### src/hw/tpc_pkg.sv
package tpc_pkg;
	// table geometry
	localparam int TPC_NUM_LOC = 30;
	localparam int TPC_IDX_W = 5;
	localparam int TPC_BYTE_W = 8;
	localparam int TPC_NUM_PROC = 2;
	localparam int TPC_NUM_CH = 4;
	// location indices; a two-byte field starts at its index, first byte most significant
	localparam logic [4:0] TPC_LOC_SPARE = 5'h00;
	localparam logic [4:0] TPC_LOC_BRIGHT = 5'h01;
	localparam logic [4:0] TPC_LOC_AMP_LOW = 5'h02;
	localparam logic [4:0] TPC_LOC_BOUNDARY = 5'h04;
	localparam logic [4:0] TPC_LOC_AMP_HIGH = 5'h06;
	localparam logic [4:0] TPC_LOC_FAST = 5'h08;
	localparam logic [4:0] TPC_LOC_SLOW = 5'h09;
	localparam logic [4:0] TPC_LOC_BADPIX = 5'h0a;
	localparam logic [4:0] TPC_LOC_PATCH_X = 5'h0c;
	localparam logic [4:0] TPC_LOC_PATCH_Y = 5'h0d;
	localparam logic [4:0] TPC_LOC_EVT_CTRL = 5'h0e;
	localparam logic [4:0] TPC_LOC_GATTI = 5'h0f;
	localparam logic [4:0] TPC_LOC_DMA = 5'h11;
	localparam logic [4:0] TPC_LOC_PREPROC = 5'h12;
	localparam logic [4:0] TPC_LOC_CH1_THR = 5'h13;
	localparam logic [4:0] TPC_LOC_FRAME_IRQ = 5'h1b;
	localparam logic [4:0] TPC_LOC_SEQ_FILE = 5'h1c;
	localparam logic [4:0] TPC_LOC_BUS_CTRL = 5'h1d;
	localparam logic [4:0] TPC_LOC_LAST = 5'h1d;
	// reset values
	localparam logic [7:0] TPC_LOC_RESET = 8'h00;
	localparam logic [7:0] TPC_BUS_CTRL_RESET = 8'hc0;
	// sequencer file byte replaced by the bright object integration time
	localparam logic [7:0] TPC_BRIGHT_SEQ_POS = 8'h05;
	// event processing control bits
	localparam int TPC_EVT_NO_OFFSET = 0;
	localparam int TPC_EVT_NO_ANTICOINC = 1;
	localparam int TPC_EVT_NO_ADJ_LINE = 2;
	localparam int TPC_EVT_NO_BADPIX = 3;
	localparam int TPC_EVT_CLASS_LSB = 4;
	localparam int TPC_EVT_CLASS_W = 4;
	// gatti field
	localparam int TPC_GATTI_OFS_W = 10;
	localparam int TPC_GATTI_RAMP_INH = 15;
	// dma byte
	localparam int TPC_DMA_MASK_W = 4;
	localparam int TPC_DMA_DUMP = 7;
	// pre-processor control codes
	localparam logic [7:0] TPC_PP_STRIPE = 8'h40;
	localparam logic [7:0] TPC_PP_IMG_INFO = 8'h50;
	// channel threshold field
	localparam int TPC_THR_AMP_W = 12;
	localparam int TPC_THR_AUTO = 12;
	localparam int TPC_THR_ADJ = 13;
	localparam int TPC_THR_EVERY = 14;
	localparam int TPC_THR_DITCH = 15;
	// frame interrupt source and sequencer file
	localparam int TPC_IRQ_SRC_W = 4;
	localparam int TPC_SEQ_NUM_W = 3;
	// telescope bus control bits
	localparam int TPC_BUS_CH12_OFF = 0;
	localparam int TPC_BUS_CH34_OFF = 1;
	localparam int TPC_BUS_HK_NORM_OFF = 2;
	localparam int TPC_BUS_HK_ALT_OFF = 3;
	localparam int TPC_BUS_CLOCK_A = 4;
	localparam int TPC_BUS_MAIN_TEL = 5;
	localparam int TPC_BUS_WHEEL_LSB = 6;

	typedef enum logic [1:0] {
		TPC_PPM_OTHER = 2'b00,
		TPC_PPM_STRIPE = 2'b01,
		TPC_PPM_IMG_INFO = 2'b11
	} tpc_pp_mode_t;
endpackage : tpc_pkg

### src/hw/tpc_config_table.sv
// Function
// RL1: update command stores data byte at index in chosen processor's table
// RL2: writing location 1 also rewrites byte 5 of bright object sequencer file
// RL3: locations 2-3 lower and 6-7 upper event amplitude window bounds
// RL4: locations 4-5 hold boundary column X, that column is event type zero
// RL5: location 8 fast, location 9 slow filter wheel step rate
// RL6: locations 12 and 13 hold last diagnostic patch X and Y
// RL7: location 14 bits 0, 2, 3 inhibit offset, adjacent line, bad pixel handling
// RL8: location 14 bit 1 skips anti-coincidence, events become type zero or one
// RL9: location 14 bits 4-7 event class threshold, lower classes pass
// RL10: locations 15-16 carry 10-bit gatti offset, bit 15 inhibits ramping
// RL11: location 17 bits 0-3 mask, a one blocks that channel's input
// RL12: location 17 bit 7 selects fixed memory dump
// RL13: location 18 is pre-processor control, codes 40h stripe, 50h imaging info
// RL14: locations 19-20 channel 1 threshold, bit 12 makes it automatic offset
// RL15: bit 13 enables overflow offset adjust, bit 14 adjusts every overflow
// RL16: bit 15 of each threshold field enables frame discarding after overrun
// RL17: locations 21-26 hold channel 2, 3, 4 thresholds, same layout
// RL18: location 27 bits 0-3 pick end-of-frame interrupt source pre-processor
// RL19: location 28 holds sequencer file number times two
// RL20: location 29 bits 0-3 disable channel pairs and housekeeping interfaces
// RL21: location 29 bit 4 clock A or B, bit 5 main or alternate telescope
// RL22: commander keeps location 29 bits 6-7 at one
// RL23: update with index above 29 is ignored, nothing changes
`timescale 1ns/1ps
`default_nettype none
module tpc_config_table #(
	parameter int NUM_LOC = 30
) (
	input wire logic clk,
	input wire logic rst,
	input wire logic table_update_command,
	input wire logic remote_processor_select,
	input wire logic [4:0] cmd_index,
	input wire logic [7:0] cmd_data,
	output logic cmd_done,
	output logic cmd_ignored,
	output logic bright_seq_write,
	output logic bright_seq_remote,
	output logic [7:0] bright_seq_pos,
	output logic [7:0] bright_seq_data,
	output logic [1:0][7:0] spare_location,
	output logic [1:0][7:0] bright_integration_time,
	output logic [1:0][15:0] amp_window_low,
	output logic [1:0][15:0] boundary_column_x,
	output logic [1:0][15:0] amp_window_high,
	output logic [1:0][7:0] wheel_fast_rate,
	output logic [1:0][7:0] wheel_slow_rate,
	output logic [1:0][15:0] bad_pixel_flags,
	output logic [1:0][7:0] diag_patch_x,
	output logic [1:0][7:0] diag_patch_y,
	output logic [1:0] offset_sub_inhibit,
	output logic [1:0] anticoinc_inhibit,
	output logic [1:0] adj_line_inhibit,
	output logic [1:0] bad_pixel_inhibit,
	output logic [1:0][3:0] event_class_threshold,
	output logic [1:0][9:0] gatti_offset,
	output logic [1:0] gatti_ramp_inhibit,
	output logic [1:0][3:0] dma_channel_block,
	output logic [1:0] fixed_dump_select,
	output logic [1:0][7:0] preproc_control,
	output logic [1:0] diag_stripe_mode,
	output logic [1:0] imaging_diag_info,
	output logic [1:0][3:0][11:0] thr_amplitude,
	output logic [1:0][3:0] thr_auto,
	output logic [1:0][3:0] thr_adjust_enable,
	output logic [1:0][3:0] thr_adjust_every,
	output logic [1:0][3:0] thr_ditch_enable,
	output logic [1:0][3:0] frame_interrupt_source,
	output logic [1:0][2:0] sequencer_file_number,
	output logic [1:0] ch12_disable,
	output logic [1:0] ch34_disable,
	output logic [1:0] hk_normal_disable,
	output logic [1:0] hk_alt_disable,
	output logic [1:0] clock_a_select,
	output logic [1:0] main_telescope_select,
	output logic [1:0][1:0] wheel_mech_control
);
	logic [NUM_LOC-1:0][7:0] tbl [2];
	logic in_range;
	logic done_q;
	logic done_d;
	logic ignored_q;
	logic ignored_d;
	logic seq_wr_q;
	logic seq_wr_d;
	logic seq_remote_q;
	logic seq_remote_d;
	logic [7:0] seq_data_q;
	logic [7:0] seq_data_d;

	if (NUM_LOC != tpc_pkg::TPC_NUM_LOC)
	begin : g_bad_param
		$error("tpc_config_table: table must hold the full location set");
	end

	function automatic logic [15:0] word_at(
		input logic [NUM_LOC-1:0][7:0] t,
		input logic [4:0] idx
	);
		word_at = {t[idx], t[idx + 5'h01]};
	endfunction : word_at

	assign in_range = (cmd_index <= tpc_pkg::TPC_LOC_LAST); // [RL23]

	always_comb
	begin
		done_d = table_update_command && in_range;
		ignored_d = table_update_command && !in_range; // [RL23]
		// the integration time is mirrored into the sequencer file as it is stored
		seq_wr_d = done_d && (cmd_index == tpc_pkg::TPC_LOC_BRIGHT); // [RL2]
		seq_remote_d = seq_wr_d ? remote_processor_select : seq_remote_q;
		seq_data_d = seq_wr_d ? cmd_data : seq_data_q; // [RL2]
	end

	always_ff @(posedge clk or posedge rst)
	begin
		if (rst)
		begin
			done_q <= 1'b0;
			ignored_q <= 1'b0;
			seq_wr_q <= 1'b0;
			seq_remote_q <= 1'b0;
			seq_data_q <= 8'h00;
		end
		else
		begin
			done_q <= done_d;
			ignored_q <= ignored_d;
			seq_wr_q <= seq_wr_d;
			seq_remote_q <= seq_remote_d;
			seq_data_q <= seq_data_d;
		end
	end

	assign cmd_done = done_q;
	assign cmd_ignored = ignored_q;
	assign bright_seq_write = seq_wr_q;
	assign bright_seq_remote = seq_remote_q;
	assign bright_seq_pos = tpc_pkg::TPC_BRIGHT_SEQ_POS; // [RL2]
	assign bright_seq_data = seq_data_q;

	for (genvar p = 0; p < tpc_pkg::TPC_NUM_PROC; p++)
	begin : g_proc
		logic wr_en;
		tpc_pkg::tpc_pp_mode_t mode_q;
		tpc_pkg::tpc_pp_mode_t mode_d;
		logic [3:0] every_q;
		logic [3:0] every_d;

		// index 0 is the local processor, 1 the remote one
		assign wr_en = table_update_command && in_range &&
			(remote_processor_select == 1'(p)); // [RL1] [RL23]

		tpc_table_bank #(
			.NUM_LOC(NUM_LOC),
			.WIDTH(tpc_pkg::TPC_BYTE_W)
		) u_bank (
			.clk(clk),
			.rst(rst),
			.wr_en(wr_en),
			.wr_index(cmd_index),
			.wr_data(cmd_data),
			.table_q(tbl[p])
		);

		assign spare_location[p] = tbl[p][tpc_pkg::TPC_LOC_SPARE];
		assign bright_integration_time[p] = tbl[p][tpc_pkg::TPC_LOC_BRIGHT]; // [RL2]
		assign amp_window_low[p] = word_at(tbl[p], tpc_pkg::TPC_LOC_AMP_LOW); // [RL3]
		assign amp_window_high[p] = word_at(tbl[p], tpc_pkg::TPC_LOC_AMP_HIGH); // [RL3]
		assign boundary_column_x[p] = word_at(tbl[p], tpc_pkg::TPC_LOC_BOUNDARY); // [RL4]
		assign wheel_fast_rate[p] = tbl[p][tpc_pkg::TPC_LOC_FAST]; // [RL5]
		assign wheel_slow_rate[p] = tbl[p][tpc_pkg::TPC_LOC_SLOW]; // [RL5]
		assign bad_pixel_flags[p] = word_at(tbl[p], tpc_pkg::TPC_LOC_BADPIX);
		assign diag_patch_x[p] = tbl[p][tpc_pkg::TPC_LOC_PATCH_X]; // [RL6]
		assign diag_patch_y[p] = tbl[p][tpc_pkg::TPC_LOC_PATCH_Y]; // [RL6]

		assign offset_sub_inhibit[p] =
			tbl[p][tpc_pkg::TPC_LOC_EVT_CTRL][tpc_pkg::TPC_EVT_NO_OFFSET]; // [RL7]
		// consumers classify every event as type zero or one while this is set
		assign anticoinc_inhibit[p] =
			tbl[p][tpc_pkg::TPC_LOC_EVT_CTRL][tpc_pkg::TPC_EVT_NO_ANTICOINC]; // [RL8]
		assign adj_line_inhibit[p] =
			tbl[p][tpc_pkg::TPC_LOC_EVT_CTRL][tpc_pkg::TPC_EVT_NO_ADJ_LINE]; // [RL7]
		assign bad_pixel_inhibit[p] =
			tbl[p][tpc_pkg::TPC_LOC_EVT_CTRL][tpc_pkg::TPC_EVT_NO_BADPIX]; // [RL7]
		assign event_class_threshold[p] = tbl[p][tpc_pkg::TPC_LOC_EVT_CTRL]
			[tpc_pkg::TPC_EVT_CLASS_LSB +: tpc_pkg::TPC_EVT_CLASS_W]; // [RL9]

		assign gatti_offset[p] = word_at(tbl[p], tpc_pkg::TPC_LOC_GATTI)
			[tpc_pkg::TPC_GATTI_OFS_W-1:0]; // [RL10]
		assign gatti_ramp_inhibit[p] = word_at(tbl[p], tpc_pkg::TPC_LOC_GATTI)
			[tpc_pkg::TPC_GATTI_RAMP_INH]; // [RL10]

		assign dma_channel_block[p] =
			tbl[p][tpc_pkg::TPC_LOC_DMA][tpc_pkg::TPC_DMA_MASK_W-1:0]; // [RL11]
		assign fixed_dump_select[p] =
			tbl[p][tpc_pkg::TPC_LOC_DMA][tpc_pkg::TPC_DMA_DUMP]; // [RL12]
		assign preproc_control[p] = tbl[p][tpc_pkg::TPC_LOC_PREPROC]; // [RL13]

		assign frame_interrupt_source[p] =
			tbl[p][tpc_pkg::TPC_LOC_FRAME_IRQ][tpc_pkg::TPC_IRQ_SRC_W-1:0]; // [RL18]
		// the stored value is twice the file number, so bit 0 is dropped
		assign sequencer_file_number[p] =
			tbl[p][tpc_pkg::TPC_LOC_SEQ_FILE][tpc_pkg::TPC_SEQ_NUM_W:1]; // [RL19]

		assign ch12_disable[p] =
			tbl[p][tpc_pkg::TPC_LOC_BUS_CTRL][tpc_pkg::TPC_BUS_CH12_OFF]; // [RL20]
		assign ch34_disable[p] =
			tbl[p][tpc_pkg::TPC_LOC_BUS_CTRL][tpc_pkg::TPC_BUS_CH34_OFF]; // [RL20]
		assign hk_normal_disable[p] =
			tbl[p][tpc_pkg::TPC_LOC_BUS_CTRL][tpc_pkg::TPC_BUS_HK_NORM_OFF]; // [RL20]
		assign hk_alt_disable[p] =
			tbl[p][tpc_pkg::TPC_LOC_BUS_CTRL][tpc_pkg::TPC_BUS_HK_ALT_OFF]; // [RL20]
		assign clock_a_select[p] =
			tbl[p][tpc_pkg::TPC_LOC_BUS_CTRL][tpc_pkg::TPC_BUS_CLOCK_A]; // [RL21]
		assign main_telescope_select[p] =
			tbl[p][tpc_pkg::TPC_LOC_BUS_CTRL][tpc_pkg::TPC_BUS_MAIN_TEL]; // [RL21]
		// stored as commanded; reset leaves both bits at one
		assign wheel_mech_control[p] =
			tbl[p][tpc_pkg::TPC_LOC_BUS_CTRL][tpc_pkg::TPC_BUS_WHEEL_LSB +: 2]; // [RL22]

		for (genvar c = 0; c < tpc_pkg::TPC_NUM_CH; c++)
		begin : g_chan
			logic [15:0] thr_word;

			assign thr_word = word_at(tbl[p],
				5'(int'(tpc_pkg::TPC_LOC_CH1_THR) + 2 * c)); // [RL14] [RL17]
			assign thr_amplitude[p][c] = thr_word[tpc_pkg::TPC_THR_AMP_W-1:0]; // [RL14]
			assign thr_auto[p][c] = thr_word[tpc_pkg::TPC_THR_AUTO]; // [RL14]
			assign thr_adjust_enable[p][c] = thr_word[tpc_pkg::TPC_THR_ADJ]; // [RL15]
			assign thr_ditch_enable[p][c] = thr_word[tpc_pkg::TPC_THR_DITCH]; // [RL16]
			// every-overflow only counts when adjustment is enabled at all
			assign every_d[c] = thr_word[tpc_pkg::TPC_THR_EVERY] &&
				thr_word[tpc_pkg::TPC_THR_ADJ]; // [RL15]
		end

		// an unlisted control code, including the garbled patch code, reads as other
		always_comb
		begin
			unique case (tbl[p][tpc_pkg::TPC_LOC_PREPROC])
				tpc_pkg::TPC_PP_STRIPE: mode_d = tpc_pkg::TPC_PPM_STRIPE; // [RL13]
				tpc_pkg::TPC_PP_IMG_INFO: mode_d = tpc_pkg::TPC_PPM_IMG_INFO; // [RL13]
				default: mode_d = tpc_pkg::TPC_PPM_OTHER;
			endcase
		end

		always_ff @(posedge clk or posedge rst)
		begin
			if (rst)
			begin
				mode_q <= tpc_pkg::TPC_PPM_OTHER;
				every_q <= 4'h0;
			end
			else
			begin
				mode_q <= mode_d;
				every_q <= every_d;
			end
		end

		assign diag_stripe_mode[p] = (mode_q == tpc_pkg::TPC_PPM_STRIPE);
		assign imaging_diag_info[p] = (mode_q == tpc_pkg::TPC_PPM_IMG_INFO);
		assign thr_adjust_every[p] = every_q;
	end

	a_store_local: assert property ( // [RL1]
		@(posedge clk) disable iff (rst)
		(table_update_command && !remote_processor_select && in_range)
		|=> (tbl[0][$past(cmd_index)] == $past(cmd_data)) && cmd_done
	) else $error("local table location not updated by command");

	a_remote_untouched: assert property ( // [RL1]
		@(posedge clk) disable iff (rst)
		(table_update_command && remote_processor_select)
		|=> (tbl[0] == $past(tbl[0]))
	) else $error("remote command changed the local table");

	a_bright_mirror: assert property ( // [RL2]
		@(posedge clk) disable iff (rst)
		(table_update_command && in_range && cmd_index == tpc_pkg::TPC_LOC_BRIGHT)
		|=> bright_seq_write && (bright_seq_data == $past(cmd_data))
			&& (bright_seq_remote == $past(remote_processor_select))
	) else $error("bright integration time not mirrored to sequencer file");

	a_range_ignore: assert property ( // [RL23]
		@(posedge clk) disable iff (rst)
		(table_update_command && cmd_index > tpc_pkg::TPC_LOC_LAST)
		|=> cmd_ignored && !cmd_done && (tbl[0] == $past(tbl[0]))
			&& (tbl[1] == $past(tbl[1]))
	) else $error("out of range update changed the table");

	a_window_low_byte: assert property ( // [RL3]
		@(posedge clk) disable iff (rst)
		(table_update_command && !remote_processor_select && cmd_index == 5'h03)
		|=> amp_window_low[0][7:0] == $past(cmd_data)
	) else $error("amplitude window low byte not stored");

	a_boundary_high: assert property ( // [RL4]
		@(posedge clk) disable iff (rst)
		(table_update_command && !remote_processor_select && cmd_index == 5'h04)
		|=> boundary_column_x[0][15:8] == $past(cmd_data)
	) else $error("boundary column high byte not stored");

	a_anticoinc_bit: assert property ( // [RL8]
		@(posedge clk) disable iff (rst)
		(table_update_command && !remote_processor_select && cmd_index == 5'h0e)
		|=> (anticoinc_inhibit[0] == $past(cmd_data[1]))
			&& (event_class_threshold[0] == $past(cmd_data[7:4]))
	) else $error("event control byte not decoded");

	a_dma_mask: assert property ( // [RL11]
		@(posedge clk) disable iff (rst)
		(table_update_command && !remote_processor_select && cmd_index == 5'h11)
		|=> (dma_channel_block[0] == $past(cmd_data[3:0]))
			&& (fixed_dump_select[0] == $past(cmd_data[7]))
	) else $error("dma mask byte not decoded");

	a_stripe_mode: assert property ( // [RL13]
		@(posedge clk) disable iff (rst)
		(table_update_command && !remote_processor_select && cmd_index == 5'h12
			&& cmd_data == 8'h40)
		|-> ##2 diag_stripe_mode[0] && !imaging_diag_info[0]
	) else $error("stripe mode code not decoded");

	a_every_needs_adj: assert property ( // [RL15]
		@(posedge clk) disable iff (rst)
		(thr_adjust_every[0] & ~$past(thr_adjust_enable[0])) == 4'h0
			&& (thr_adjust_every[1] & ~$past(thr_adjust_enable[1])) == 4'h0
	) else $error("every-overflow set without adjustment enable");

	a_clock_select: assert property ( // [RL21]
		@(posedge clk) disable iff (rst)
		(table_update_command && !remote_processor_select && cmd_index == 5'h1d)
		|=> (clock_a_select[0] == $past(cmd_data[4]))
			&& (main_telescope_select[0] == $past(cmd_data[5]))
	) else $error("bus control bits not stored");
endmodule : tpc_config_table
`default_nettype wire

### src/hw/tpc_table_bank.sv
`timescale 1ns/1ps
`default_nettype none
module tpc_table_bank #(
	parameter int NUM_LOC = 30,
	parameter int WIDTH = 8
) (
	input wire logic clk,
	input wire logic rst,
	input wire logic wr_en,
	input wire logic [4:0] wr_index,
	input wire logic [WIDTH-1:0] wr_data,
	output var logic [NUM_LOC-1:0][WIDTH-1:0] table_q
);
	logic [NUM_LOC-1:0][WIDTH-1:0] table_d;

	if (NUM_LOC > 32 || NUM_LOC < 1 || WIDTH != 8)
	begin : g_bad_param
		$error("tpc_table_bank: unsupported geometry");
	end

	always_comb
	begin
		table_d = table_q;
		// out-of-range indices leave every location untouched
		if (wr_en && (32'(wr_index) < NUM_LOC))
		begin
			table_d[wr_index] = wr_data;
		end
	end

	always_ff @(posedge clk or posedge rst)
	begin
		if (rst)
		begin
			for (int i = 0; i < NUM_LOC; i++)
			begin
				table_q[i] <= (i == int'(tpc_pkg::TPC_LOC_BUS_CTRL)) ?
					tpc_pkg::TPC_BUS_CTRL_RESET : tpc_pkg::TPC_LOC_RESET;
			end
		end
		else
		begin
			table_q <= table_d;
		end
	end
endmodule : tpc_table_bank
`default_nettype wire

### config.mk
export PLATFORM = sky130hd
export DESIGN_NAME = tpc_config_table
export DESIGN_NICKNAME = d
export VERILOG_FILES = /design/src/hw/tpc_pkg.sv /design/src/hw/tpc_config_table.sv /design/src/hw/tpc_table_bank.sv
export SDC_FILE = /design/constraint.sdc
export NUM_CORES = 1
export LEC_CHECK = 0
export ABC_CLOCK_PERIOD_IN_PS = 19100
export BUFFER_PORTS_ARGS = -buffer_cell sky130_fd_sc_hd__buf_4
export CAP_MARGIN = 20
export CORE_UTILIZATION = 55
export CTS_BUF_LIST = sky130_fd_sc_hd__clkbuf_4
export DETAILED_ROUTE_END_ITERATION = 16
export GPL_TIMING_DRIVEN = 0
export PLACE_DENSITY_LB_ADDON = 0.1
export RECOVER_POWER = 50
export SKIP_LAST_GASP = 1
export SLEW_MARGIN = 20
export SYNTH_ARGS = -nofsm -noshare
export SYNTH_HDL_FRONTEND = slang
export SYNTH_SLANG_ARGS = --single-unit
### constraint.sdc
create_clock -name clk -period 19.1 [get_ports clk]
set_input_delay 3.82 -clock clk [delete_from_list [all_inputs] [get_ports clk]]
set_output_delay 3.82 -clock clk [all_outputs]
set_load 0.1 [all_outputs]
==> report_table.html, run 1 <==
<table>
<tr><th>Metric</th><th>Value</th></tr>
<tr><th colspan="2">Logic synthesis</th></tr>
<tr><td>Cells taking the most area after synthesis</td><td>sky130_fd_sc_hd__dfrtp_1 61%, sky130_fd_sc_hd__mux2_2 27%, sky130_fd_sc_hd__buf_4 5.2%, sky130_fd_sc_hd__clkbuf_1 0.99%, sky130_fd_sc_hd__nor2_2 0.63%</td></tr>
<tr><td>Average cell area after synthesis</td><td>15.30 um^2</td></tr>
<tr><td>Number of unique standard cell types used by synthesis</td><td>38</td></tr>
<tr><td>Synth top area share</td><td>61.37%</td></tr>
<tr><td>Sequential area share after synthesis</td><td>61.93%</td></tr>
<tr><td>Number of register bits inferred by synthesis</td><td>470</td></tr>
<tr><td>Post-synthesis instance area</td><td>19000 um^2</td></tr>
<tr><td>Count of warnings emitted by yosys</td><td>0</td></tr>
<tr><td>Cell count after synthesis</td><td>1242</td></tr>
<tr><td>Largest area contributor in the netlist</td><td>sky130_fd_sc_hd__dfrtp_1</td></tr>
<tr><th colspan="2">Detailed routing</th></tr>
<tr><td>Detailed-router iteration count before antenna repair</td><td>4</td></tr>
<tr><td>Count of antenna-violating nets left after detailed routing</td><td>0</td></tr>
<tr><td>WL/cell</td><td>22.01 um</td></tr>
<tr><td>WL final</td><td>52.21 mm</td></tr>
<tr><td>Vias</td><td>12370</td></tr>
<tr><td>Vias/cell</td><td>5.213</td></tr>
<tr><td>Detailed router's first-iteration violation count</td><td>550</td></tr>
<tr><td>DRC errors left</td><td>0</td></tr>
<tr><th colspan="2">STA</th></tr>
<tr><td>RSZ-0062 raised after global routing</td><td>no</td></tr>
<tr><td>Slew of the pin with the lowest slew margin</td><td>5.777 ns</td></tr>
<tr><td>Clock period minus final worst setup slack</td><td>10.10 ns</td></tr>
<tr><td>Max Transition Viols Final</td><td>393</td></tr>
<tr><td>Setup-failing EPs final</td><td>0</td></tr>
<tr><td>Slew headroom</td><td>-285.1%</td></tr>
<tr><td>Number of endpoints with negative hold slack in the final report</td><td>0</td></tr>
<tr><td>Maximum frequency from static timing analysis</td><td>98.99 MHz</td></tr>
<tr><td>Final Hold Slack</td><td>0.4795 ns</td></tr>
<tr><td>TNS Setup</td><td>0 ns</td></tr>
<tr><td>Worst clock skew on the final layout</td><td>0.02501 ns</td></tr>
<tr><td>Final Cycle Share</td><td>52.89%</td></tr>
<tr><th colspan="2">Floorplanning</th></tr>
<tr><td>Width of the die</td><td>187.9 um</td></tr>
<tr><td>Row cnt</td><td>67</td></tr>
<tr><td>Die area</td><td>35290 um^2</td></tr>
<tr><td>Total core area</td><td>33780 um^2</td></tr>
<tr><td>Initial cell density of the core</td><td>56.24%</td></tr>
<tr><td>Num ports</td><td>487</td></tr>
<tr><td>Die extent in y</td><td>187.9 um</td></tr>
<tr><th colspan="2">Worst hold path</th></tr>
<tr><td>Class of the most critical hold timing path</td><td>flip-flop to flip-flop</td></tr>
<tr><th colspan="2">Clocking</th></tr>
<tr><td>CTS sink count</td><td>470</td></tr>
<tr><td>Hold-fix buffers at CTS</td><td>0</td></tr>
<tr><td>Clock latency at the later pin of the worst-skew pair</td><td>0.79 ns</td></tr>
<tr><td>Maximum root-to-sink buffer count</td><td>3</td></tr>
<tr><td>Total number of H-tree levels</td><td>3</td></tr>
<tr><td>Number of buffers created by CTS</td><td>115</td></tr>
<tr><td>Cell at the root of the clock tree</td><td>sky130_fd_sc_hd__clkbuf_4</td></tr>
<tr><td># resized after CTS</td><td>0</td></tr>
<tr><td>CTS clock-pin slew for the worst setup and hold paths</td><td>0.06 ns</td></tr>
<tr><td>TritonCTS clock tree</td><td>done</td></tr>
<tr><td>Post-CTS Setup Inserts</td><td>0</td></tr>
<tr><th colspan="2">Worst setup path</th></tr>
<tr><td>Kind of end point of the critical path</td><td>async pin</td></tr>
<tr><td>Delay of the slowest cell on the worst path</td><td>4.11 ns</td></tr>
<tr><td>Critical-path top delay cell</td><td>sky130_fd_sc_hd__clkbuf_1</td></tr>
<tr><td>Crit path cell chain</td><td>clkbuf_4 &gt; clkinvlp_2 &gt; clkbuf_1</td></tr>
<tr><td>Crit path buf inv count</td><td>3</td></tr>
<tr><td>Critical Setup Path Class</td><td>primary input to async pin</td></tr>
<tr><td>Largest fanout on the critical path</td><td>110</td></tr>
<tr><td>Top Family by Delay on Critical Path</td><td>buffers and inverters</td></tr>
<tr><td>Arr. time, crit path</td><td>9.59 ns</td></tr>
<tr><td>Startpoint type of the worst setup path</td><td>primary input</td></tr>
<tr><td>Data required time at the worst endpoint</td><td>18.59 ns</td></tr>
<tr><th colspan="2">Finish</th></tr>
<tr><td>Number of nets at the end of the flow</td><td>1858</td></tr>
<tr><td>Filler Cell Count</td><td>2349</td></tr>
<tr><td>Utilization after layout</td><td>72.38%</td></tr>
<tr><td>Share of post-route cells with drive strength above 1</td><td>65.63%</td></tr>
<tr><td>Non-Filler Instances</td><td>2372</td></tr>
<tr><td>Area growth, synth to finish</td><td>28.70%</td></tr>
<tr><th colspan="2">Place</th></tr>
<tr><td>Number of buffer cells added on primary ports</td><td>472</td></tr>
<tr><td>Routability cong.</td><td>0.8131</td></tr>
<tr><td>Half-perimeter wire length of the detailed placement result</td><td>37.73 mm</td></tr>
<tr><td>Placed cell count</td><td>2172</td></tr>
<tr><th colspan="2">Run</th></tr>
<tr><td>Number of max-cap violations</td><td>6</td></tr>
<tr><th colspan="2">Global route</th></tr>
<tr><td>Maximum number of pins on one net before global-route repair</td><td>111</td></tr>
<tr><td>Initial antenna violation count</td><td>5</td></tr>
<tr><td>Gr usage total</td><td>30.05%</td></tr>
<tr><td>Final global-route overflow total</td><td>0</td></tr>
<tr><td>Global-route wire length before repair</td><td>78.78 mm</td></tr>
<tr><td>Via count of the first global-routing pass</td><td>12890</td></tr>
<tr><th colspan="2">Power and ir drop</th></tr>
<tr><td>P per Cell Area</td><td>140.5 nW/um^2</td></tr>
<tr><td>Static leakage</td><td>12.89 nW</td></tr>
<tr><td>Peak supply drop</td><td>0.09244 mV</td></tr>
<tr><th colspan="2">Outcome</th></tr>
<tr><td>Violations in the final reports</td><td>max-capacitance violations, max-slew violations</td></tr>
<tr><td>Result of the run</td><td>complete, but fails checks</td></tr>
</table>
## metrics by stage
| step | instance area [um^2] | setup slack (ns) | power, mW |
|---|---|---|---|
| 2_1_floorplan | 19020 | 2.178 | 2.365 |
| 3_3_place_gp | 23130 | -2.427 | 2.655 |
| 3_5_place_dp | 23240 | 13.21 | 2.672 |
| 4_1_cts | 24630 | 13.48 | 3.468 |
| 5_1_grt | 24450 | 7.646 | 3.557 |
| 6_report | 24450 | 8.998 | 3.436 |
## logic make-up after synthesis
kind of cell    count (synthesis)  share of synthesized area [%]
buf+inv                       196                          6.592
compound gates                  2                        0.08563
simple gates                  118                          4.451
mux                           454                          26.91
flops                         470                          61.93
other cells                     2                        0.03952
## path summary, 6_finish.rpt
kind	startpoint	end	slack [ns]	cells after the start
min in group asynchronous	rst	g_proc[0].u_bank.table_q[131]$_DFFE_PP0P_	3.71	2
min	g_proc[0].u_bank.table_q[174]$_DFFE_PP0P_	g_proc[0].every_q[1]$_DFF_PP0_	0.48	1
min reg2reg	g_proc[0].u_bank.table_q[174]$_DFFE_PP0P_	g_proc[0].every_q[1]$_DFF_PP0_	0.48	1
max	rst	g_proc[0].u_bank.table_q[104]$_DFFE_PP0P_	9.00	3
max reg2reg	g_proc[1].u_bank.table_q[146]$_DFFE_PP0P_	g_proc[1].mode_q[1]$_DFF_PP0_	17.52	3
max in group clk	remote_processor_select	g_proc[1].u_bank.table_q[208]$_DFFE_PP0P_	13.10	6
## state kept, by name, summed over array words and instances (netlist names)
| signal | count |
|---|---|
| g_proc.u_bank.table_q | 446 |
| bright_seq_data | 8 |
| g_proc.every_q | 8 |
| g_proc.mode_q | 4 |
| bright_seq_remote | 1 |
| bright_seq_write | 1 |
| cmd_done | 1 |
| cmd_ignored | 1 |
## final cells by class
cell class,instances,area [um^2],area share (%)
Sequential cell,470,11770,48.12
Multi-Input combinational cell,582,5916,24.19
Timing Repair Buffer,476,3578,14.63
Clock buffer,172,1291,5.280
Buffer,194,1229,5.025
Tap cell,448,560.5,2.292
Clock inverter,24,93.84,0.3837
Antenna cell,4,10.01,0.04093
Inverter,2,8.758,0.03582
## synth_stat cells, drive strengths merged
master	instances
and4bb	2
or2	2
dfstp	4
nor4b	3
dfrtp	466
nor4bb	2
conb	2
nand3b	6
a22o	1
clkbuf	50
nor2	25
nor3b	4
nor4	2
nand4b	3
mux2	454
and4b	2
and3	2
or4b	3
inv	2
nand2b	1
nor3	13
and2	11
nand4bb	4
nand3	5
nor2b	2
buf	144
nand2	25
or3b	1
a21boi	1
## per-layer routing
metal	track usage, %	wire (um)	share of wire (%)
met1	36.74	20490	39
met2	47.98	25300	48
met3	9.920	4252	8.1
met4	14.88	2161	4.1
met5	0	0	0
## worst reg2reg max path, cell delays in order (launching register included)
cell,delay [ns]
sky130_fd_sc_hd__dfrtp_1,0.41
sky130_fd_sc_hd__or4b_2,0.70
sky130_fd_sc_hd__nor4_1,0.26
sky130_fd_sc_hd__and2_0,0.17
## power breakdown
| group | internal, mW | switching (mW) |
|---|---|---|
| combinational | 0.304 | 1.14 |
| sequential | 1.13 | 0.0732 |
| clock | 0.406 | 0.383 |
## cells in the final DEF, fill, tap and decap left out, types with 3 or more instances in the layout
| cell type | n |
|---|---|
| sky130_fd_sc_hd__nand2_1 | 25 |
| sky130_fd_sc_hd__clkbuf_4 | 174 |
| sky130_fd_sc_hd__diode_2 | 4 |
| sky130_fd_sc_hd__dfrtp_1 | 466 |
| sky130_fd_sc_hd__clkbuf_1 | 63 |
| sky130_fd_sc_hd__mux2_2 | 453 |
| sky130_fd_sc_hd__buf_2 | 4 |
| sky130_fd_sc_hd__buf_4 | 599 |
| sky130_fd_sc_hd__nor4b_1 | 3 |
| sky130_fd_sc_hd__nor3b_1 | 4 |
| sky130_fd_sc_hd__and2_1 | 6 |
| sky130_fd_sc_hd__nor2_1 | 18 |
| sky130_fd_sc_hd__nor3_1 | 7 |
| sky130_fd_sc_hd__nand3_1 | 5 |
| sky130_fd_sc_hd__nand3b_1 | 6 |
| sky130_fd_sc_hd__clkinv_1 | 19 |
| sky130_fd_sc_hd__and2_0 | 5 |
| sky130_fd_sc_hd__nor3_2 | 4 |
| sky130_fd_sc_hd__clkinv_2 | 3 |
| sky130_fd_sc_hd__nand4bb_1 | 4 |
| sky130_fd_sc_hd__dfstp_2 | 4 |
| sky130_fd_sc_hd__nor2_2 | 7 |
| sky130_fd_sc_hd__conb_1 | 8 |
(Power assumes the default switching activity.)
==> inputs of run 2 (changes only) <==
ABC_CLOCK_PERIOD_IN_PS = 9300   (was 19100)
clock period = 9.3 ns   (was 19.1 ns; I/O delays follow)
==> run 2 against run 1 <==
Against the previous run:
- the run still ends with max-capacitance violations, max-slew violations left
- non-clock buffer count rose by 11
- routed wire length rose by 0.44%
- sequential cell count did not move
- critical endpoint is now g_proc[0].u_bank.table_q[103]$_DFFE_PP0P_
- power rose by 110%
==> report_table.html, run 2 (same netlist as run 1, synthesis figures left out) <==
<table>
<tr><th>Metric</th><th>Value</th></tr>
<tr><th colspan="2">Worst setup path</th></tr>
<tr><td>Dominant cell type by count on the critical path</td><td>sky130_fd_sc_hd__clkbuf_1</td></tr>
<tr><td>Startpoint type of the worst setup path</td><td>primary input (unchanged)</td></tr>
<tr><td>Data required time at the worst endpoint</td><td>9.94 ns (was 18.59 ns)</td></tr>
<tr><td>Largest fanout on the critical path</td><td>32 (was 110)</td></tr>
<tr><td>Arr. time, crit path</td><td>6.10 ns (was 9.59 ns)</td></tr>
<tr><td>Kind of end point of the critical path</td><td>async pin (unchanged)</td></tr>
<tr><td>Delay of the slowest cell on the worst path</td><td>1.34 ns (was 4.11 ns)</td></tr>
<tr><td>Crit path cell chain</td><td>clkbuf_4 &gt; clkinvlp_2 &gt; clkbuf_1 &gt; clkbuf_1 &gt; clkbuf_1 (was clkbuf_4 &gt; clkinvlp_2 &gt; clkbuf_1)</td></tr>
<tr><td>Top Family by Delay on Critical Path</td><td>buffers and inverters (unchanged)</td></tr>
<tr><td>Critical Setup Path Class</td><td>primary input to async pin (unchanged)</td></tr>
<tr><td>Crit path buf inv count</td><td>5 (was 3)</td></tr>
<tr><td>Critical-path top delay cell</td><td>sky130_fd_sc_hd__clkbuf_1 (unchanged)</td></tr>
<tr><th colspan="2">Place</th></tr>
<tr><td>Routability cong.</td><td>0.8190 (was 0.8131)</td></tr>
<tr><td>Number of buffer cells added on primary ports</td><td>472 (unchanged)</td></tr>
<tr><td>Half-perimeter wire length of the detailed placement result</td><td>38.93 mm (was 37.73 mm)</td></tr>
<tr><td>Post-detailed-placement cell area</td><td>23440 um^2 (was 23240 um^2)</td></tr>
<tr><td>Placed cell count</td><td>2183 (was 2172)</td></tr>
<tr><td>Placement-stage worst setup slack</td><td>5.378 ns (was 13.21 ns)</td></tr>
<tr><th colspan="2">Floorplanning</th></tr>
<tr><td>Width of the die</td><td>187.9 um (unchanged)</td></tr>
<tr><td>Die extent in y</td><td>187.9 um (unchanged)</td></tr>
<tr><td>Row cnt</td><td>67 (unchanged)</td></tr>
<tr><td>Initial cell density of the core</td><td>56.24% (unchanged)</td></tr>
<tr><td>Num ports</td><td>487 (unchanged)</td></tr>
<tr><td>Die area</td><td>35290 um^2 (unchanged)</td></tr>
<tr><td>Total core area</td><td>33780 um^2 (unchanged)</td></tr>
<tr><th colspan="2">STA</th></tr>
<tr><td>Number of endpoints with negative hold slack in the final report</td><td>0 (unchanged)</td></tr>
<tr><td>Worst clock skew on the final layout</td><td>0.01870 ns (was 0.02501 ns)</td></tr>
<tr><td>Setup-failing EPs final</td><td>0 (unchanged)</td></tr>
<tr><td>Final Cycle Share</td><td>58.70%</td></tr>
<tr><td>Max Transition Viols Final</td><td>216 (was 393)</td></tr>
<tr><td>RSZ-0062 raised after global routing</td><td>no (unchanged)</td></tr>
<tr><td>Maximum frequency from static timing analysis</td><td>183.2 MHz</td></tr>
<tr><td>Slack of the critical path</td><td>3.841 ns (was 8.998 ns)</td></tr>
<tr><td>Clock period minus final worst setup slack</td><td>5.459 ns</td></tr>
<tr><td>Slew headroom</td><td>-35.83% (was -285.1%)</td></tr>
<tr><td>Slew of the pin with the lowest slew margin</td><td>2.009 ns (was 5.777 ns)</td></tr>
<tr><th colspan="2">Detailed routing</th></tr>
<tr><td>WL final</td><td>52.43 mm (was 52.21 mm)</td></tr>
<tr><td>Top Metal Used</td><td>met4 (unchanged)</td></tr>
<tr><td>Met2 wirelength from detailed routing</td><td>25.30 mm (about the same)</td></tr>
<tr><td>Count of antenna-violating nets left after detailed routing</td><td>0 (unchanged)</td></tr>
<tr><td>Vias</td><td>12380 (was 12370)</td></tr>
<tr><td>Routed wl met3</td><td>4.248 mm (was 4.252 mm)</td></tr>
<tr><td>WL/cell</td><td>21.99 um (was 22.01 um)</td></tr>
<tr><td>DRC errors left</td><td>0 (unchanged)</td></tr>
<tr><td>Metal-1 WL</td><td>20.84 mm (was 20.49 mm)</td></tr>
<tr><td>Detailed router's first-iteration violation count</td><td>541 (was 550)</td></tr>
<tr><td>Vias/cell</td><td>5.193 (was 5.213)</td></tr>
<tr><td>Detailed-router iteration count before antenna repair</td><td>5 (was 4)</td></tr>
<tr><th colspan="2">Finish</th></tr>
<tr><td>Non-Filler Instances</td><td>2384 (was 2372)</td></tr>
<tr><td>Utilization after layout</td><td>72.87% (was 72.38%)</td></tr>
<tr><td>Area of all placed cells without fillers</td><td>24620 um^2 (was 24450 um^2)</td></tr>
<tr><td>Filler Cell Count</td><td>2345 (was 2349)</td></tr>
<tr><td>Commonest non-fill, non-tap cell in the layout</td><td>sky130_fd_sc_hd__buf_4 (unchanged)</td></tr>
<tr><td>Register with the most flip-flops</td><td>g_proc.u_bank.table_q (unchanged)</td></tr>
<tr><td>Flip-flop count of the largest register after layout</td><td>446 (unchanged)</td></tr>
<tr><td>Number of nets at the end of the flow</td><td>1870 (was 1858)</td></tr>
<tr><td>Most used cells in the layout excluding fill and tap cells</td><td>599 x sky130_fd_sc_hd__buf_4, 466 x sky130_fd_sc_hd__dfrtp_1, 452 x sky130_fd_sc_hd__mux2_2, 180 x sky130_fd_sc_hd__clkbuf_4, 69 x sky130_fd_sc_hd__clkbuf_1 (was 599 x sky130_fd_sc_hd__buf_4, 466 x sky130_fd_sc_hd__dfrtp_1, 453 x sky130_fd_sc_hd__mux2_2, 174 x sky130_fd_sc_hd__clkbuf_4, 63 x sky130_fd_sc_hd__clkbuf_1)</td></tr>
<tr><td>Area growth, synth to finish</td><td>29.57% (was 28.70%)</td></tr>
<tr><td>Share of post-route cells with drive strength above 1</td><td>65.51% (was 65.63%)</td></tr>
<tr><th colspan="2">Power and ir drop</th></tr>
<tr><td>Combinational fraction of design power</td><td>41.9% (was 42.1%)</td></tr>
<tr><td>Internal power summed over all cells</td><td>3.826 mW (was 1.837 mW)</td></tr>
<tr><td>P per Cell Area</td><td>288.6 nW/um^2 (was 140.5 nW/um^2)</td></tr>
<tr><td>Static leakage</td><td>12.96 nW (was 12.89 nW)</td></tr>
<tr><td>Reg power frac</td><td>34.7% (was 34.9%)</td></tr>
<tr><td>Peak supply drop</td><td>0.1808 mV (was 0.09244 mV)</td></tr>
<tr><td>Proportion of power drawn by the clock network</td><td>23.4% (was 23.0%)</td></tr>
<tr><td>Switching power as a share of total power</td><td>46.15% (was 46.54%)</td></tr>
<tr><td>Switching power</td><td>3.279 mW (was 1.599 mW)</td></tr>
<tr><th colspan="2">Clocking</th></tr>
<tr><td>Maximum root-to-sink buffer count</td><td>3 (unchanged)</td></tr>
<tr><td>Number of buffers created by CTS</td><td>116 (was 115)</td></tr>
<tr><td># resized after CTS</td><td>0 (unchanged)</td></tr>
<tr><td>CTS sink count</td><td>470 (unchanged)</td></tr>
<tr><td>Cell at the root of the clock tree</td><td>sky130_fd_sc_hd__clkbuf_4 (unchanged)</td></tr>
<tr><td>TritonCTS clock tree</td><td>done (unchanged)</td></tr>
<tr><td>Post-CTS Setup Inserts</td><td>0 (unchanged)</td></tr>
<tr><td>Total number of H-tree levels</td><td>3 (unchanged)</td></tr>
<tr><td>Clock latency at the later pin of the worst-skew pair</td><td>0.80 ns (was 0.79 ns)</td></tr>
<tr><td>CTS clock-pin slew for the worst setup and hold paths</td><td>0.07 ns (was 0.06 ns)</td></tr>
<tr><td>Hold-fix buffers at CTS</td><td>0 (unchanged)</td></tr>
<tr><th colspan="2">Global route</th></tr>
<tr><td>Global-route wire length before repair</td><td>79.30 mm (was 78.78 mm)</td></tr>
<tr><td>Via count of the first global-routing pass</td><td>13090 (was 12890)</td></tr>
<tr><td>Final global-route overflow total</td><td>0 (unchanged)</td></tr>
<tr><td>Gr usage total</td><td>30.28% (was 30.05%)</td></tr>
<tr><td>Initial antenna violation count</td><td>5 (unchanged)</td></tr>
<tr><td>Maximum number of pins on one net before global-route repair</td><td>36 (was 111)</td></tr>
<tr><th colspan="2">Outcome</th></tr>
<tr><td>Result of the run</td><td>complete, but fails checks (unchanged)</td></tr>
<tr><td>Violations in the final reports</td><td>max-capacitance violations, max-slew violations (unchanged)</td></tr>
<tr><th colspan="2">Run</th></tr>
<tr><td>Number of max-cap violations</td><td>8 (was 6)</td></tr>
<tr><th colspan="2">Worst hold path</th></tr>
<tr><td>Class of the most critical hold timing path</td><td>flip-flop to flip-flop (unchanged)</td></tr>
</table>
[run 2: cell types whose count changed in the layout (fill, tap and decap cells not counted), sizes merged]
cell,delta
buf,+5
diode,+4
inv,-2
clkbuf,+12
bufinv,+1
clkinv,-8
[run 2: per-layer routing]
metal	track usage, %	vias to the layer above
met2	47.69	490
met4	14.01	0
met3	10.95	110
met1	37.37	6307
met5	0	-
li1	-	5473
[run 2: worst paths after layout]
path / start / end / slack (ns) / cells after the start
worst max-delay path: rst / g_proc[0].u_bank.table_q[103]$_DFFE_PP0P_ / 3.84 / 5
max in group clk: remote_processor_select / g_proc[1].u_bank.table_q[213]$_DFFE_PP0P_ / 5.33 / 6
worst min register to register: g_proc[0].u_bank.table_q[158]$_DFFE_PP0P_ / g_proc[0].every_q[0]$_DFF_PP0_ / 0.48 / 1
min in group asynchronous: rst / g_proc[0].u_bank.table_q[159]$_DFFE_PP0P_ / 1.21 / 2
worst max register to register: g_proc[1].u_bank.table_q[146]$_DFFE_PP0P_ / g_proc[1].mode_q[1]$_DFF_PP0_ / 7.55 / 3
worst min-delay path: g_proc[0].u_bank.table_q[158]$_DFFE_PP0P_ / g_proc[0].every_q[0]$_DFF_PP0_ / 0.48 / 1
[run 2: layout make-up]
| cell class | count | area (um^2) | share of cell area, % |
|---|---|---|---|
| antenna | 8 | 20.02 | 0.08132 |
| tap | 448 | 560.5 | 2.277 |
| clock inverter | 15 | 82.58 | 0.3354 |
| clock buffer | 178 | 1336 | 5.428 |
| sequential | 470 | 11770 | 47.79 |
| timing repair buffer | 487 | 3717 | 15.10 |
| buffer | 194 | 1227 | 4.986 |
| inverter | 2 | 8.758 | 0.03558 |
| multi-input combinational | 582 | 5899 | 23.96 |
[run 2: power by group through the flow]
stage	registers (mW)	clock network, mW	logic, mW
final	2.47	1.66	2.98
after global placement	2.49	0	2.96
after global routing	2.50	1.80	3.04
after detailed placement	2.50	0	3.00
after floorplan	3.89	0	0.965
after CTS	2.47	1.70	3.00
[run 2: worst reg2reg max path, cell delays in order (launching register included)]
cell                      delay (ns)
sky130_fd_sc_hd__dfrtp_1        0.40
sky130_fd_sc_hd__or4b_2         0.67
sky130_fd_sc_hd__nor4_1         0.41
sky130_fd_sc_hd__and2_0         0.21
[run 2: stage by stage]
stage | setup TNS (ns) | hold WS, ns | power [mW]
6_report | 0 | 0.4770 | 7.105
5_1_grt | 0 | 0.5067 | 7.341
4_1_cts | 0 | 0.4728 | 7.164
3_5_place_dp | 0 | 0.4661 | 5.499
3_3_place_gp | -603.90 | 0.4659 | 5.453
2_1_floorplan | 0 | 0.4527 | 4.859
